### src/hw/bfm_pkg.sv
// bfm_pkg: constants for the bridge driver fault monitor block
// assumes a 40 MHz device clock and comparator levels already synchronous
package bfm_pkg;
    // clock period in ns
    localparam int unsigned CLK_PERIOD_NS = 25;
    // enable watchdog timeout in us (plain default; real value is trimmed elsewhere)
    localparam int unsigned ENABLE_TIMEOUT_TIME_US = 1000;
    // timeout in cycles, longest time so rounded down
    localparam int unsigned ENABLE_TIMEOUT_CYCLES =
        (ENABLE_TIMEOUT_TIME_US * 1000) / CLK_PERIOD_NS;
    // watchdog counter width
    localparam int unsigned WDOG_W = 32;
    // gate output bit positions
    localparam int unsigned GATE_A_TOP    = 0;
    localparam int unsigned GATE_A_BOTTOM = 1;
    localparam int unsigned GATE_B_TOP    = 2;
    localparam int unsigned GATE_B_BOTTOM = 3;
    localparam int unsigned NUM_GATES     = 4;
    // logic pin overvoltage comparator positions
    localparam int unsigned PIN_A_TOP     = 0;
    localparam int unsigned PIN_B_TOP     = 1;
    localparam int unsigned PIN_A_BOTTOM  = 2;
    localparam int unsigned PIN_B_BOTTOM  = 3;
    localparam int unsigned PIN_RESET     = 4;
    localparam int unsigned PIN_ENABLE    = 5;
    localparam int unsigned PIN_DIAG      = 6;
    localparam int unsigned NUM_PINS      = 7;
    // input pins only (everything except the diagnostic pin)
    localparam logic [6:0] INPUT_PIN_MASK = 7'h3F;
    // reset values
    localparam logic       FLAG_RESET     = 1'b0;
    localparam logic [3:0] GATE_RESET     = 4'h0;
    // enable watchdog states
    typedef enum logic [1:0] {
        BFM_WD_IDLE,
        BFM_WD_RUN,
        BFM_WD_TIMEOUT
    } bfm_wd_state_t;
endpackage : bfm_pkg

### src/hw/bfm_fault_monitor.sv
// bfm_fault_monitor: operational fault monitors of a full-bridge gate driver
// assumes comparator inputs are synchronous to clock; flags clear on fault_clear
// assumes comparator hysteresis is done in the analog front end
// limitation: only the regulator low monitor can be masked
//
// How it works
// regulator low: flag, fault, gates off
// regulator recovery re-enables gates, releases fault
// gates held low until regulator first good
// mask disables the regulator low monitor
// regulator high: flag and fault only
// thermal warning: flag and fault only
// aux regulator low: flag and fault only
// aux regulator high: flag and fault only
// supply high: flag and fault only
// supply low: flag, fault, gates off
// active gate undervoltage sets own flag
// seven logic pins watched for overvoltage
// input pin overvoltage stops gates if enabled
// release only when all pins back low
// enable gates outputs; watchdog select bit
// first enable edge starts watchdog and outputs
// controller toggles enable before each timeout
// timeout: gates off, flag, fault
// next enable edge recovers after timeout
// all flags sticky until fault clear
// watchdog restarts on every enable edge
// fault output ORs active monitor states
`timescale 1ns/10ps
module bfm_fault_monitor #(
    parameter int unsigned TIMEOUT_CYCLES = bfm_pkg::ENABLE_TIMEOUT_CYCLES
) (
    input  wire logic       clock,                   // device clock
    input  wire logic       rst_n,                   // async reset, active low
    input  wire logic       clk_en,                  // freezes all state when low

    // phase control inputs
    input  wire logic       bridge_a_top_in,         // a top gate command
    input  wire logic       bridge_b_top_in_n,       // b top gate command, active low
    input  wire logic       bridge_a_bottom_in_n,    // a bottom gate command, active low
    input  wire logic       bridge_b_bottom_in,      // b bottom gate command
    input  wire logic       enable_in,               // enable pin level

    // comparator results, high while the condition is present
    input  wire logic       charge_reg_low_cmp,      // regulator below its turn-on level
    input  wire logic       charge_reg_high_cmp,     // regulator overvoltage
    input  wire logic       thermal_warn_cmp,        // junction temperature warning
    input  wire logic       aux_reg_low_cmp,         // logic regulator undervoltage
    input  wire logic       aux_reg_high_cmp,        // logic regulator overvoltage
    input  wire logic       supply_high_cmp,         // main supply overvoltage
    input  wire logic       supply_low_cmp,          // main supply undervoltage
    input  wire logic [3:0] gate_uv_cmp,             // per gate source undervoltage
    input  wire logic [6:0] pin_ov_cmp,              // per logic pin overvoltage

    // configuration
    input  wire logic       charge_reg_low_mask,     // disables regulator low monitor
    input  wire logic       stop_outputs_on_fault,   // input pin overvoltage stops gates
    input  wire logic       enable_wdog_select,      // 1 selects watchdog mode
    input  wire logic       fault_clear,             // clears all sticky flags

    // outputs
    output logic [3:0]      gate_out,                // a top, a bottom, b top, b bottom
    output logic            general_fault,           // any monitor fault active
    output logic            charge_reg_low_flag,     // sticky flags follow
    output logic            charge_reg_high_flag,
    output logic            thermal_warn_flag,
    output logic            aux_reg_low_flag,
    output logic            aux_reg_high_flag,
    output logic            supply_high_flag,
    output logic            supply_low_flag,
    output logic            a_top_gate_uv,
    output logic            a_bottom_gate_uv,
    output logic            b_top_gate_uv,
    output logic            b_bottom_gate_uv,
    output logic            logic_pin_overvolt_flag,
    output logic            enable_timeout_flag
);

    // all state in one struct
    // so register and next value stay in step
    typedef struct packed {
        logic [3:0]                 gate;        // registered gate drive
        logic                       fault;       // general fault
        logic                       reg_good;    // regulator has passed turn-on once
        logic                       en_prev;     // enable level last cycle
        logic                       en_valid;    // enable sampled once
        bfm_pkg::bfm_wd_state_t     wd;          // watchdog state
        logic [bfm_pkg::WDOG_W-1:0] wd_cnt;      // cycles since last enable edge
        logic [12:0]                flags;       // sticky flags
    } bfm_state_t;

    // flag indices inside the flag vector
    // supply and temperature monitors
    localparam int unsigned F_RL = 0;
    localparam int unsigned F_RH = 1;
    localparam int unsigned F_TW = 2;
    localparam int unsigned F_AL = 3;
    localparam int unsigned F_AH = 4;
    localparam int unsigned F_SH = 5;
    localparam int unsigned F_SL = 6;

    // gate, pin and watchdog monitors
    localparam int unsigned F_GU = 7;            // four gate flags from here
    localparam int unsigned F_LP = 11;
    localparam int unsigned F_ET = 12;

    // reset image: gates low, flags clear, watchdog idle
    localparam bfm_state_t STATE_RESET = '{
        gate:     bfm_pkg::GATE_RESET,
        fault:    bfm_pkg::FLAG_RESET,
        reg_good: 1'b0,
        en_prev:  1'b0,
        en_valid: 1'b0,
        wd:       bfm_pkg::BFM_WD_IDLE,
        wd_cnt:   '0,
        flags:    13'h0000
    };

    // the register and its next value
    bfm_state_t s_q;                             // registered state
    bfm_state_t s_d;                             // next state

    // sticky flag update: a new event wins over a clear in the same cycle
    // shared so no flag gets another priority
    function automatic logic sticky(input logic cur, input logic ev, input logic clr);
        sticky = ev | (cur & ~clr);
    endfunction

    // next state logic
    always_comb
    begin
        logic       rl_act;                      // regulator low monitor live
        logic       pin_in_ov;                   // overvoltage on an input pin
        logic       en_edge;                     // enable changed level
        logic       wd_ok;                       // watchdog lets gates follow
        logic       stop;                        // gates forced low
        logic [3:0] cmd;                         // phase command, active high
        logic [3:0] gate_uv_ev;                  // undervoltage on an active gate

        // every local first, so no latch
        s_d        = s_q;
        wd_ok      = 1'b0;
        stop       = 1'b0;
        rl_act     = charge_reg_low_cmp & ~charge_reg_low_mask;
        pin_in_ov  = |(pin_ov_cmp & bfm_pkg::INPUT_PIN_MASK);
        // no edge until the pin was seen once:
        // a pin high at reset release is no first edge
        en_edge    = s_q.en_valid & (enable_in ^ s_q.en_prev);

        // two phase pins are active low
        cmd        = 4'h0;
        cmd[bfm_pkg::GATE_A_TOP]    = bridge_a_top_in;
        cmd[bfm_pkg::GATE_A_BOTTOM] = ~bridge_a_bottom_in_n;
        cmd[bfm_pkg::GATE_B_TOP]    = ~bridge_b_top_in_n;
        cmd[bfm_pkg::GATE_B_BOTTOM] = bridge_b_bottom_in;
        // only a gate that is driven is checked
        gate_uv_ev = gate_uv_cmp & s_q.gate;
        s_d.en_prev = enable_in;
        s_d.en_valid = 1'b1;


        // regulator must pass turn-on before any gate may drive
        // never cleared: later dips go through rl_act
        if (!charge_reg_low_cmp)
        begin
            s_d.reg_good = 1'b1;
        end

        // enable watchdog; direct mode keeps it idle
        s_d.wd_cnt = s_q.wd_cnt;
        if (!enable_wdog_select)
        begin
            s_d.wd     = bfm_pkg::BFM_WD_IDLE;
            s_d.wd_cnt = '0;
        end
        else
        begin
            unique case (s_q.wd)
                bfm_pkg::BFM_WD_IDLE:
                begin
                    // first edge arms the timer
                    if (en_edge)
                    begin
                        s_d.wd     = bfm_pkg::BFM_WD_RUN;
                        s_d.wd_cnt = '0;
                    end
                end
                bfm_pkg::BFM_WD_RUN:
                begin
                    // any level change restarts the count
                    if (en_edge)
                    begin
                        s_d.wd_cnt = '0;
                    end
                    // count ran out with no edge
                    else if (s_q.wd_cnt >= TIMEOUT_CYCLES[bfm_pkg::WDOG_W-1:0] - 1'b1)
                    begin
                        s_d.wd = bfm_pkg::BFM_WD_TIMEOUT;
                    end
                    else
                    begin
                        s_d.wd_cnt = s_q.wd_cnt + 1'b1;
                    end
                end
                bfm_pkg::BFM_WD_TIMEOUT:
                begin
                    // next edge recovers and restarts the timer
                    if (en_edge)
                    begin
                        s_d.wd     = bfm_pkg::BFM_WD_RUN;
                        s_d.wd_cnt = '0;
                    end
                end
                default:
                begin
                    // spare code falls back to idle
                    s_d.wd = bfm_pkg::BFM_WD_IDLE;
                end
            endcase
        end
        // outputs follow commands only when armed and not timed out
        // direct mode leaves gating to the pin
        wd_ok = enable_wdog_select ? (s_q.wd == bfm_pkg::BFM_WD_RUN) : 1'b1;

        // gate shutdown sources
        // any one forces all gates low
        stop = rl_act
             | ~s_q.reg_good
             | supply_low_cmp
             | (pin_in_ov & stop_outputs_on_fault)
             | ~enable_in
             | ~wd_ok;
        // recovery is simply the shutdown source going away
        s_d.gate = stop ? 4'h0 : cmd;

        // fault is live while any monitor condition holds; diag pin counts too
        // it drops with its source; flags stay
        s_d.fault = rl_act | charge_reg_high_cmp | thermal_warn_cmp
                  | aux_reg_low_cmp | aux_reg_high_cmp
                  | supply_high_cmp | supply_low_cmp
                  | (|gate_uv_ev) | (|pin_ov_cmp)
                  | (enable_wdog_select & (s_q.wd == bfm_pkg::BFM_WD_TIMEOUT));

        // sticky flags, cleared only by fault_clear
        s_d.flags[F_RL] = sticky(s_q.flags[F_RL], rl_act, fault_clear);
        s_d.flags[F_RH] = sticky(s_q.flags[F_RH], charge_reg_high_cmp, fault_clear);
        s_d.flags[F_TW] = sticky(s_q.flags[F_TW], thermal_warn_cmp, fault_clear);
        s_d.flags[F_AL] = sticky(s_q.flags[F_AL], aux_reg_low_cmp, fault_clear);
        s_d.flags[F_AH] = sticky(s_q.flags[F_AH], aux_reg_high_cmp, fault_clear);
        s_d.flags[F_SH] = sticky(s_q.flags[F_SH], supply_high_cmp, fault_clear);
        s_d.flags[F_SL] = sticky(s_q.flags[F_SL], supply_low_cmp, fault_clear);

        // only gates driven last cycle
        for (int i = 0; i < 4; i++)
        begin
            s_d.flags[F_GU+i] = sticky(s_q.flags[F_GU+i], gate_uv_ev[i], fault_clear);
        end
        // any of seven pins, diag included
        s_d.flags[F_LP] = sticky(s_q.flags[F_LP], |pin_ov_cmp, fault_clear);
        // same test as the move to timeout
        s_d.flags[F_ET] = sticky(s_q.flags[F_ET],
            enable_wdog_select & (s_q.wd == bfm_pkg::BFM_WD_RUN) & ~en_edge
            & (s_q.wd_cnt >= TIMEOUT_CYCLES[bfm_pkg::WDOG_W-1:0] - 1'b1), fault_clear);
    end

    // state register, frozen while clk_en is low
    // reset image is constant only
    always_ff @(posedge clock or negedge rst_n)
    begin
        if (!rst_n)
        begin
            s_q <= STATE_RESET;
        end
        else if (clk_en)
        begin
            s_q <= s_d;
        end
    end

    // outputs come straight from the state register
    assign gate_out                = s_q.gate;
    assign general_fault           = s_q.fault;

    // supply and temperature flags
    assign charge_reg_low_flag     = s_q.flags[F_RL];
    assign charge_reg_high_flag    = s_q.flags[F_RH];
    assign thermal_warn_flag       = s_q.flags[F_TW];
    assign aux_reg_low_flag        = s_q.flags[F_AL];
    assign aux_reg_high_flag       = s_q.flags[F_AH];
    assign supply_high_flag        = s_q.flags[F_SH];
    assign supply_low_flag         = s_q.flags[F_SL];

    // per gate undervoltage flags
    assign a_top_gate_uv           = s_q.flags[F_GU+bfm_pkg::GATE_A_TOP];
    assign a_bottom_gate_uv        = s_q.flags[F_GU+bfm_pkg::GATE_A_BOTTOM];
    assign b_top_gate_uv           = s_q.flags[F_GU+bfm_pkg::GATE_B_TOP];
    assign b_bottom_gate_uv        = s_q.flags[F_GU+bfm_pkg::GATE_B_BOTTOM];

    // pin and watchdog flags
    assign logic_pin_overvolt_flag = s_q.flags[F_LP];
    assign enable_timeout_flag     = s_q.flags[F_ET];

endmodule // bfm_fault_monitor

### config.mk
export PLATFORM = sky130hd
export DESIGN_NAME = bfm_fault_monitor
export DESIGN_NICKNAME = d
export VERILOG_FILES = /design/src/hw/bfm_pkg.sv /design/src/hw/bfm_fault_monitor.sv
export SDC_FILE = /design/constraint.sdc
export NUM_CORES = 1
export LEC_CHECK = 0
export BUFFER_PORTS_ARGS = -buffer_cell sky130_fd_sc_hd__buf_2
export CAP_MARGIN = 20
export CORE_MARGIN = 4
export CORE_UTILIZATION = 59
export CTS_CLUSTER_SIZE = 16
export DETAILED_ROUTE_END_ITERATION = 12
export PLACE_DENSITY = 0.84
export SLEW_MARGIN = 0
export SYNTH_ARGS = -nofsm -noshare
export SYNTH_HDL_FRONTEND = slang
export SYNTH_SLANG_ARGS = --single-unit
### constraint.sdc
create_clock -name clock -period 2.7 [get_ports clock]
set_input_delay 0.27 -clock clock [delete_from_list [all_inputs] [get_ports clock]]
set_output_delay 0.27 -clock clock [all_outputs]
set_load 0.005 [all_outputs]
==> key figures, run 1 <==
Placement
  • Buffers on Ports: 47
  • Pre-CTS setup slack: a little under 0.5 ns
  • Post-DP HPWL: between 4000 and 5000 um
  • Gp weighted congestion: 0.818
  • Placed cell count: roughly 340
  • Dpl cell area: between 2000 and 3000 um2

Logic synthesis
  • Synth Instances: about 250
  • Synth Register Bits: 55
  • Post-synth top area share: a little over half
  • Area contributors post-synth: dfrtp_1, nor2b_1, nand3_1
  • Share of async-settable or async-resettable flops after synthesis: between 90% and 100%
  • Syn_nets: ~280
  • Area leader, netlist: dfrtp_1
  • Cell Area, Synth: 2570 um2
  • Mapped Avg Cell Area: between 10 and 15 um2
  • Yosys warns: 0
  • Unique masters post-synth: 48
  • Sequential area share after synthesis: between 50% and 60%
  • Main synth FF type: dfrtp_1
  • EDFF count, synth: 0

Pwr
  • P per Cell Area: slightly above 500 nW/um2
  • Combinational Power Share: approximately 12%
  • Seq pwr share: between 50% and 60%
  • Clk pwr share: 30.4%
  • Sw power: roughly 410 uW
  • P_int: roughly 1.1 mW
  • Leakage power: 1.35 nW
  • Sw frac: a little over a quarter
  • Max VDD drop: roughly 0.26 mV

Worst hold path
  • Hold crit path type: input pin to flop
  • HP Start: bridge_a_bottom_in_n

CTS
  • Clock Tree Root: clkbuf_8
  • CTS Buf Count: 5
  • CTS H-tree depth: 2
  • CTS tree: yes
  • Clock Sinks: 55
  • Clock Latency Late Sink: roughly 0.32 ns
  • Setup bufs post-CTS: 0
  • CTS Buffer Depth: 2
  • Worst-path clk slew: between 0.1 and 0.15 ns

Die
  • Die ar.: roughly 5500 um2
  • Initial Utilization: about 63%
  • Die Span X: ~74 um
  • Die height: between 70 and 80 um
  • Core Footprint: approximately 4100 um2
  • Ports: 48
  • Row count: 23

Timing
  • Fin. Hold Viols: 0
  • Slew @ Worst Pin: a little under 1 ns
  • Slew Viols, Final: 0
  • PnR worst setup slack: between 0.3 and 0.4 ns
  • Final critical-path share of the clock period: 85.4%
  • Slew HR: between 30% and 40%
  • Fmax: around 0.43 GHz
  • Post-route minimum period: between 2 and 2.5 ns
  • RSZ-0062 raised after global routing: false
  • Setup TNS Final: 0 ns
  • Worst clock skew: 0.0164 ns
  • Final setup vio count: 0

Routing
  • Drt via density: approximately 6.0
  • Antenna viol nets, final: 0
  • 1st-pass router iterations: 4
  • First DRT Iteration DRCs: 258
  • DR WL/cell: between 15 and 20 um
  • Detailed Route WL: between 5000 and 6000 um
  • DRC: 0
  • Vias: 2066

Worst setup path
  • Slowest cell on crit path: a211oi_2
  • Maximum fanout along the worst path: 16
  • Worst Path Arrival: 2.55 ns
  • Worst setup startpoint: s_q[42]
  • Worst R2R Start: s_q[42]
  • CP endpoint kind: flop
  • Setup crit start kind: flop
  • CP required: about 3.0 ns
  • Critical Path Max Stage Delay: approximately 0.86 ns
  • RR Endpoint: s_q[23]
  • Critical-path cell list: nor4_1 > o2111ai_1 > a211oi_2 > a41oi_1 > a31oi_1
  • Setup CP Type: flop to flop
  • Worst Reg-to-Reg Cells: 5
  • Worst setup path end: s_q[23]
  • Flop-to-flop setup slack: around 0.39 ns

Finish
  • Area grow syn2layout: 13.4%
  • Share of cells above drive strength 1: around 23%
  • Number of flip-flops under the largest register name: 37
  • Finished Cell Area: about 2900 um2
  • Final net count: roughly 320
  • Final cell count without fillers: ~340
  • Reg with most FFs: s_q
  • Ant. Diodes: 0

GRT
  • First-pass GRT wire length: just under 10000 um
  • Largest net degree at the start of global routing: 31
  • Total GRT Usage: ~23%
  • Vias in the first global route: slightly above 2000
  • GRT overflow: 0
  • Initial antenna violation count: 0

Status
  • Status: complete, no violations

Flow run
  • Max Cap Viol: 0
[layer usage]
metal | global-route usage, % | share of wire [%]
met5 | 0 | 0
met2 | 33.3 | 46
met3 | 5.68 | 5.6
met4 | 8.85 | 1.8
met1 | 33.4 | 47
[power groups by stage]
stage	registers, mW	clock network, mW	logic (mW)
2_1_floorplan	0.882	0	0.108
3_3_place_gp	0.882	0	0.184
3_5_place_dp	0.883	0	0.188
4_1_cts	0.868	0.468	0.189
5_1_grt	0.871	0.509	0.209
6_report	0.868	0.461	0.188
[worst min path at each step]
stage / endpoint / cells after the start
6_report: gate_out[1] / 2
3_5_place_dp: a_bottom_gate_uv / 2
5_1_grt: gate_out[1] / 2
3_3_place_gp: a_bottom_gate_uv / 2
4_1_cts: gate_out[1] / 2
2_1_floorplan: a_bottom_gate_uv / 0
[area by class of cell]
| type | instances | area [um2] |
|---|---|---|
| multi-input cells | 164 | 1050 |
| clock inverters | 3 | 25.0 |
| clock buffers | 5 | 68.8 |
| fillers | 333 | 1200 |
| flip-flops and latches | 55 | 1380 |
| inverters | 15 | 56.3 |
| well taps | 50 | 62.6 |
| repair buffers | 52 | 275 |
[cell families after synthesis]
| kind of cell | share of synthesized area, % |
|---|---|
| adder cells (fa/ha/maj) | 0.486 |
| AO/OA/AOI/OAI | 19.1 |
| buffers and inverters | 5.59 |
| flip-flops | 53.4 |
| AND/OR/NAND/NOR | 20.2 |
| XOR/XNOR | 0.340 |
| multiplexers | 0.826 |
[placed cells by master (no fill, tap or decap), types with 3 or more instances in the layout]
cell type and count:
a21oi_1 4, nand4_1 3, nand2_1 21, buf_2 47, clkbuf_8 5, inv_1 14, a22o_1 7, o2bb2ai_1 4
o21ai_0 8, a31oi_1 12, nor3_1 5, nor2_1 14, buf_4 4, dfrtp_1 55, and2b_1 3, nor4_2 3
and3_1 4, nor2b_1 14, a32o_1 4, a41oi_1 3, nor4_1 7, nand3_1 16, o211ai_1 5
[worst max-delay path: cells and delay by family (launching register included)]
| kind | cells | cell delay (ns) |
|---|---|---|
| AO/OA/AOI/OAI | 4 | 1.49 |
| flip-flops | 1 | 0.39 |
| AND/OR/NAND/NOR | 1 | 0.36 |
[per-stage QoR]
stage                     util (%)  hold slack, ns  power (mW)
after floorplan                  -         -0.0256       0.990
after global placement        68.4           0.283        1.07
after detailed placement      68.4           0.283        1.07
after CTS                     70.9           0.116        1.52
after global routing          70.9           0.116        1.59
final                         70.9           0.121        1.52
[what timing repair did]
| item | CTS | global route |
|---|---|---|
| endpoints found under the setup margin | 0 | 0 |
| gates resized for setup | 0 | 0 |
| hold buffers | 1 | 0 |
| endpoints found under the hold margin | 55 | 0 |
[cell usage after synthesis (2+ instances only)]
| library cell | n |
|---|---|
| dfrtp_1 | 55 |
| nand4_1 | 3 |
| nand3_1 | 16 |
| a22o_1 | 7 |
| inv_1 | 14 |
| clkbuf_1 | 2 |
| a21oi_1 | 4 |
| a32o_1 | 4 |
| nor4_1 | 7 |
| and2b_1 | 3 |
| nand4b_1 | 2 |
| a31oi_1 | 12 |
| o2bb2ai_1 | 4 |
| o2111ai_1 | 2 |
| and3_1 | 4 |
| nand2b_1 | 2 |
| o21ai_0 | 8 |
| o31ai_1 | 2 |
| nor4_2 | 3 |
| nor2_1 | 14 |
| nor2b_1 | 14 |
| a41oi_1 | 3 |
| buf_2 | 3 |
| o21bai_1 | 2 |
| buf_6 | 2 |
| o211ai_1 | 5 |
| buf_4 | 5 |
| nand2_1 | 21 |
| nor3_1 | 5 |
No activity file was read; power rests on OpenSTA's default activity.
==> run 2: changes to the inputs <==
--- a/config.mk
+++ b/config.mk
@@ -12,6 +12,7 @@
 export CTS_CLUSTER_SIZE = 16
 export DETAILED_ROUTE_END_ITERATION = 12
 export PLACE_DENSITY = 0.84
+export RECOVER_POWER = 100
 export SLEW_MARGIN = 0
 export SYNTH_ARGS = -nofsm -noshare
 export SYNTH_HDL_FRONTEND = slang
==> run 2 against run 1 <==
Compared with the run above: the run now ends with max-capacitance violations, max-slew violations left; sequential cell count unchanged; final cell count did not move; first-iteration DRC count down 0.78%; routed wire length down 0.16%; sequential share of layout area increased by 0.28 points; final area shrank 0.60%; global-route usage is the same; die area is the same; critical path type unchanged; largest cell class unchanged.
==> key figures, run 2 (synthesis results as in run 1) <==
GRT
  • GRT overflow: 0 (unchanged)
  • Initial antenna violation count: 0 (unchanged)
  • Vias in the first global route: 2028 (unchanged)
  • Largest net degree at the start of global routing: 31 (unchanged)
  • Total GRT Usage: 22.9% (unchanged)
  • First-pass GRT wire length: 9720 um (unchanged)

CTS
  • CTS Buffer Depth: 2 (unchanged)
  • Clock Latency Late Sink: 0.32 ns (about the same)
  • CTS tree: yes
  • Setup bufs post-CTS: 0 (unchanged)
  • Post-CTS Resized: 0 (unchanged)
  • CTS H-tree depth: 2 (unchanged)
  • Clock Sinks: 55 (unchanged)
  • Hold-fix buffers, CTS: 1 (unchanged)
  • Clock Tree Root: clkbuf_8
  • CTS Buf Count: 5 (unchanged)
  • Worst-path clk slew: 0.11 ns (about the same)

Finish
  • Share of cells above drive strength 1: 19.4% (-3.4 points)
  • Fin util: 70.5% (-0.43 points)
  • Final net count: 324 (unchanged)
  • Area grow syn2layout: 12.7%
  • Most frequent cells in the layout: dfrtp_1, buf_2, nand2_1, nand3_1
  • Reg with most FFs: s_q
  • Commonest non-fill, non-tap cell in the layout: dfrtp_1
  • Number of flip-flops under the largest register name: 37 (unchanged)
  • Fill cell count: 339 (+1.8%)
  • Final cell count without fillers: 344 (unchanged)
  • Ant. Diodes: 0 (unchanged)
  • Finished Cell Area: 2900 um2 (-0.60%)

Routing
  • DR WL/cell: 16.2 um (-0.16%)
  • Drt via density: 6.00 (-0.15%)
  • Detailed Route WL: 5590 um (-0.16%)
  • Antenna viol nets, final: 0 (unchanged)
  • Vias: 2063 (-0.15%)
  • DRC: 0 (unchanged)
  • 1st-pass router iterations: 4 (unchanged)
  • First DRT Iteration DRCs: 256 (-0.78%)

Worst setup path
  • Worst Path Arrival: 2.56 ns (about the same)
  • CP bufs+invs: 0 (unchanged)
  • Slowest cell on crit path: a211oi_2
  • CP required: 2.95 ns (about the same)
  • Critical-path cell list: nor4_1 > o2111ai_1 > a211oi_2 > a41oi_1 > a31oi_1
  • Setup crit start kind: flop
  • Critical Path Max Stage Delay: 0.87 ns (about the same)
  • Setup CP Type: flop to flop
  • CP endpoint kind: flop
  • CP delay by family, top: compound AO/OA/AOI/OAI gates
  • Maximum fanout along the worst path: 16 (unchanged)

Pwr
  • P per Cell Area: 521 nW/um2 (+0.32%)
  • Leakage power: 1.32 nW (-2.5%)
  • Max VDD drop: 0.260 mV (-0.32%)

Worst hold path
  • Hold crit path type: input pin to flop

Placement
  • Gp weighted congestion: 0.818 (unchanged)
  • Post-DP HPWL: 4040 um (unchanged)
  • Placed cell count: 335 (unchanged)
  • Dpl cell area: 2820 um2 (unchanged)
  • Buffers on Ports: 47 (unchanged)

Status
  • Status: finished with violations
  • Failing checks: max-capacitance violations, max-slew violations

Die
  • Core Footprint: 4120 um2 (unchanged)
  • Ports: 48 (unchanged)
  • Die ar.: 5490 um2 (unchanged)
  • Die Span X: 74.1 um (unchanged)
  • Initial Utilization: 62.6% (unchanged)
  • Row count: 23 (unchanged)
  • Die height: 74.1 um (unchanged)

Timing
  • Setup TNS Final: 0 ns (unchanged)
  • Worst clock skew: 0.0168 ns (+0.000394 ns)
  • Final critical-path share of the clock period: 85.6% (+0.23 points)
  • Fin. Hold Viols: 0 (unchanged)
  • Slew HR: -0.479% (-34 points)
  • Post-route minimum period: 2.31 ns (+0.00627 ns)
  • Slew Viols, Final: 31 (+31)
  • Final setup vio count: 0 (unchanged)
  • Fmax: 0.433 GHz (-0.27%)
  • Slew @ Worst Pin: 1.51 ns (+0.515 ns)
  • RSZ-0062 raised after global routing: false
  • Hold WS: 0.122 ns (+0.00122 ns)

Flow run
  • Max Cap Viol: 1 (+1)
[run 2: cell type report]
| type | instances | area [um2] | area share [%] |
|---|---|---|---|
| flip-flops and latches | 55 | 1380 | 47.4 |
| multi-input cells | 164 | 1050 | 36.4 |
| repair buffers | 52 | 258 | 8.88 |
| clock buffers | 5 | 68.8 | 2.37 |
| well taps | 50 | 62.6 | 2.16 |
| inverters | 15 | 56.3 | 1.94 |
| clock inverters | 3 | 25.0 | 0.862 |
[run 2: per-stage QoR]
step,worst slack (ns),power [mW]
after floorplan,0.965,0.990
after global placement,0.494,1.07
after detailed placement,0.482,1.07
after CTS,0.364,1.52
after global routing,0.0960,1.59
final,0.388,1.51
[run 2: worst register-to-register path, stage by stage, from the launching register on]
cell and delay (ns):
dfrtp_1 0.39, nor4_1 0.36, o2111ai_1 0.22, a211oi_2 0.87, a41oi_1 0.22, a31oi_1 0.19
[run 2: path summary, 6_finish.rpt]
path / start / to / slack (ns) / depth (start not counted)
max: s_q[42] / s_q[23] / 0.39 / 5
min reg2reg: s_q[49] / s_q[49] / 0.48 / 1
min: bridge_a_bottom_in_n / gate_out[1] / 0.12 / 2
min in group asynchronous: rst_n / s_q[23] / 0.84 / 3
max in group asynchronous: rst_n / s_q[47] / 0.89 / 3
max reg2reg: s_q[42] / s_q[23] / 0.39 / 5
[run 2: power breakdown]
part / total, mW / switching, mW / internal (mW)
Sequential: 0.868 / 0.0193 / 0.849
Combinational: 0.185 / 0.113 / 0.0715
Clock: 0.460 / 0.274 / 0.186
[run 2: routing by layer]
metal	track usage, %	vias up	wire length, um
li1	-	1003	-
met1	33.4	987	2630
met2	33.3	60	2550
met3	5.68	13	304
met4	8.85	0	102
met5	0	-	0
==> run 3: changes to the inputs <==
--- a/config.mk
+++ b/config.mk
@@ -7,7 +7,6 @@
 export LEC_CHECK = 0
 export BUFFER_PORTS_ARGS = -buffer_cell sky130_fd_sc_hd__buf_2
 export CAP_MARGIN = 20
-export CORE_MARGIN = 4
 export CORE_UTILIZATION = 59
 export CTS_CLUSTER_SIZE = 16
 export DETAILED_ROUTE_END_ITERATION = 12
==> run 3 against run 2 <==
Compared with the run above: the flow now finishes without violations; total power is 0.36% lower; final area fell by 0.39%; global-route usage is 2.9 points higher; utilization increased by 0.22 points; via count up 2.7%; register-to-register slack better by 0.05 ns; combinational power barely moved; clock skew shrank 0.0037 ns; critical endpoint unchanged; non-clock buffer count did not move; setup slack better by 0.050 ns.
==> key figures, run 3 (synthesis results as in run 1) <==
Status
  • Status: complete, no violations

Worst hold path
  • Hold crit path type: input pin to flop
  • HP Start: bridge_a_bottom_in_n

Pwr
  • P per Cell Area: 522 nW/um2 (about the same)
  • Leakage power: 1.31 nW (-0.44%)
  • Max VDD drop: 0.368 mV (+41%)

Finish
  • Final net count: 324 (unchanged)
  • Share of cells above drive strength 1: 18.4% (-1.0 points)
  • Number of flip-flops under the largest register name: 37 (unchanged)
  • Fill cell count: 329 (-2.9%)
  • Fin util: 70.7% (+0.22 points)
  • Reg with most FFs: s_q
  • Area grow syn2layout: 12.2%
  • Most frequent cells in the layout: dfrtp_1, buf_2, nand2_1, nand3_1
  • Ant. Diodes: 0 (unchanged)
  • Commonest non-fill, non-tap cell in the layout: dfrtp_1

Timing
  • Final setup vio count: 0 (unchanged)
  • Fin. Hold Viols: 0 (unchanged)
  • Slew @ Worst Pin: 1.12 ns (-0.391 ns)
  • Worst clock skew: 0.0131 ns (-0.00369 ns)
  • Slew HR: 25.6% (+26 points)
  • Hold WS: 0.109 ns (-0.0135 ns)
  • RSZ-0062 raised after global routing: false
  • Setup TNS Final: 0 ns (unchanged)
  • Post-route minimum period: 2.26 ns (-0.0500 ns)
  • Final critical-path share of the clock period: 83.8% (-1.9 points)
  • Slew Viols, Final: 0 (-100%)
  • Fmax: 0.442 GHz (+2.2%)

GRT
  • First-pass GRT wire length: 8680 um (-11%)
  • Vias in the first global route: 1918 (-5.4%)
  • GRT overflow: 0 (unchanged)
  • Initial antenna violation count: 0 (unchanged)
  • Total GRT Usage: 25.9% (+2.9 points)
  • Largest net degree at the start of global routing: 36 (+16%)

Routing
  • Antenna viol nets, final: 0 (unchanged)
  • Vias: 2118 (+2.7%)
  • 1st-pass router iterations: 4 (unchanged)
  • Detailed Route WL: 5430 um (-2.7%)
  • DRC: 0 (unchanged)
  • DR WL/cell: 15.8 um (-2.7%)
  • First DRT Iteration DRCs: 154 (-40%)
  • Drt via density: 6.16 (+2.7%)

Worst setup path
  • Setup CP Type: flop to flop
  • CP delay by family, top: compound AO/OA/AOI/OAI gates
  • Setup crit start kind: flop
  • CP required: 2.93 ns (-0.02 ns)
  • Slowest cell on crit path: clkbuf_1
  • Critical-path cell list: nor4_1 > o2111ai_1 > a211oi_2 > clkbuf_1 > a41oi_1 > a31oi_1
  • Worst setup startpoint: s_q[34]
  • CP bufs+invs: 1 (+1)
  • Maximum fanout along the worst path: 16 (unchanged)
  • Critical Path Max Stage Delay: 0.60 ns (-0.27 ns)
  • Worst R2R Start: s_q[34]
  • Worst Path Arrival: 2.49 ns (-0.07 ns)
  • CP endpoint kind: flop

Die
  • Die ar.: 4630 um2 (-16%)
  • Core Footprint: 4090 um2 (-0.70%)
  • Die height: 68.1 um (-8.1%)
  • Ports: 48 (unchanged)
  • Initial Utilization: 63.0% (+0.44 points)
  • Die Span X: 68.1 um (-8.1%)
  • Row count: 23 (unchanged)

CTS
  • Clock Tree Root: clkbuf_8
  • CTS tree: yes
  • CTS H-tree depth: 2 (unchanged)
  • CTS Buffer Depth: 2 (unchanged)
  • CTS Buf Count: 5 (unchanged)
  • Clock Latency Late Sink: 0.31 ns (about the same)
  • Clock Sinks: 55 (unchanged)
  • Worst-path clk slew: 0.10 ns (about the same)
  • Setup bufs post-CTS: 0 (unchanged)

Placement
  • Post-DP HPWL: 3760 um (-6.9%)
  • Gp weighted congestion: 0.882 (+7.8%)
  • Buffers on Ports: 47 (unchanged)

Flow run
  • Max Cap Viol: 0 (-1)
==> run 3: changes by cell type in the layout (fill, tap and decap cells not counted), sizes merged <==
cell	before	now
inv	14	15
buf	41	38
clkinvlp	1	0
clkbuf	15	18
==> run 3: area by class of cell <==
cell class	count	area [um2]	area share, %
Tap cell	50	62.6	2.16
Inverter	15	56.3	1.95
Timing Repair Buffer	52	255	8.83
Multi-Input combinational cell	164	1050	36.3
Clock buffer	5	68.8	2.38
Clock inverter	3	22.5	0.779
Sequential cell	55	1380	47.6
==> run 3: path summary, 6_finish.rpt <==
check,endpoint,slack (ns),cells past startpoint
hold reg to reg,logic_pin_overvolt_flag,0.49,2
max in group asynchronous,s_q[13],0.61,3
setup reg to reg,s_q[23],0.44,6
min in group asynchronous,a_bottom_gate_uv,0.67,2
hold / removal,gate_out[1],0.11,2
setup / recovery,s_q[23],0.44,6
==> run 3: report_power, final <==
group | switching (mW) | internal (mW)
Clock | 0.270 | 0.186
Sequential | 0.0188 | 0.849
Combinational | 0.113 | 0.0707
==> run 3: worst register-to-register path: cells and delay by family, from the launching register on <==
kind / cells / cell delay, ns
buf+inv: 1 / 0.60
compound gates: 4 / 0.84
simple gates: 1 / 0.32
flops: 1 / 0.41
==> run 3: layer usage <==
layer  global-route usage, %  vias to the layer above  share of wire (%)
li1                        -                     1009                  -
met1                    35.7                     1038                 47
met2                    38.6                       65                 47
met3                    7.33                        6                4.9
met4                    9.90                        0                1.4
met5                       0                        -                  0
==> run 3: stage by stage <==
step | worst slack [ns] | instances | area [um2] | total power, mW
floorplan | 0.965 | 247 | 2570 | 0.990
global placement | 0.564 | 335 | 2820 | 1.06
detailed placement | 0.499 | 335 | 2820 | 1.07
CTS | 0.488 | 344 | 2920 | 1.52
global route | 0.214 | 344 | 2890 | 1.58
finish | 0.438 | 344 | 2890 | 1.51
==> run 3: timing repair <==
action / 4_1_cts / 5_1_grt
hold buffers: 1 / 0
endpoints found under the hold margin: 20 / 0
resized for setup: 0 / 0
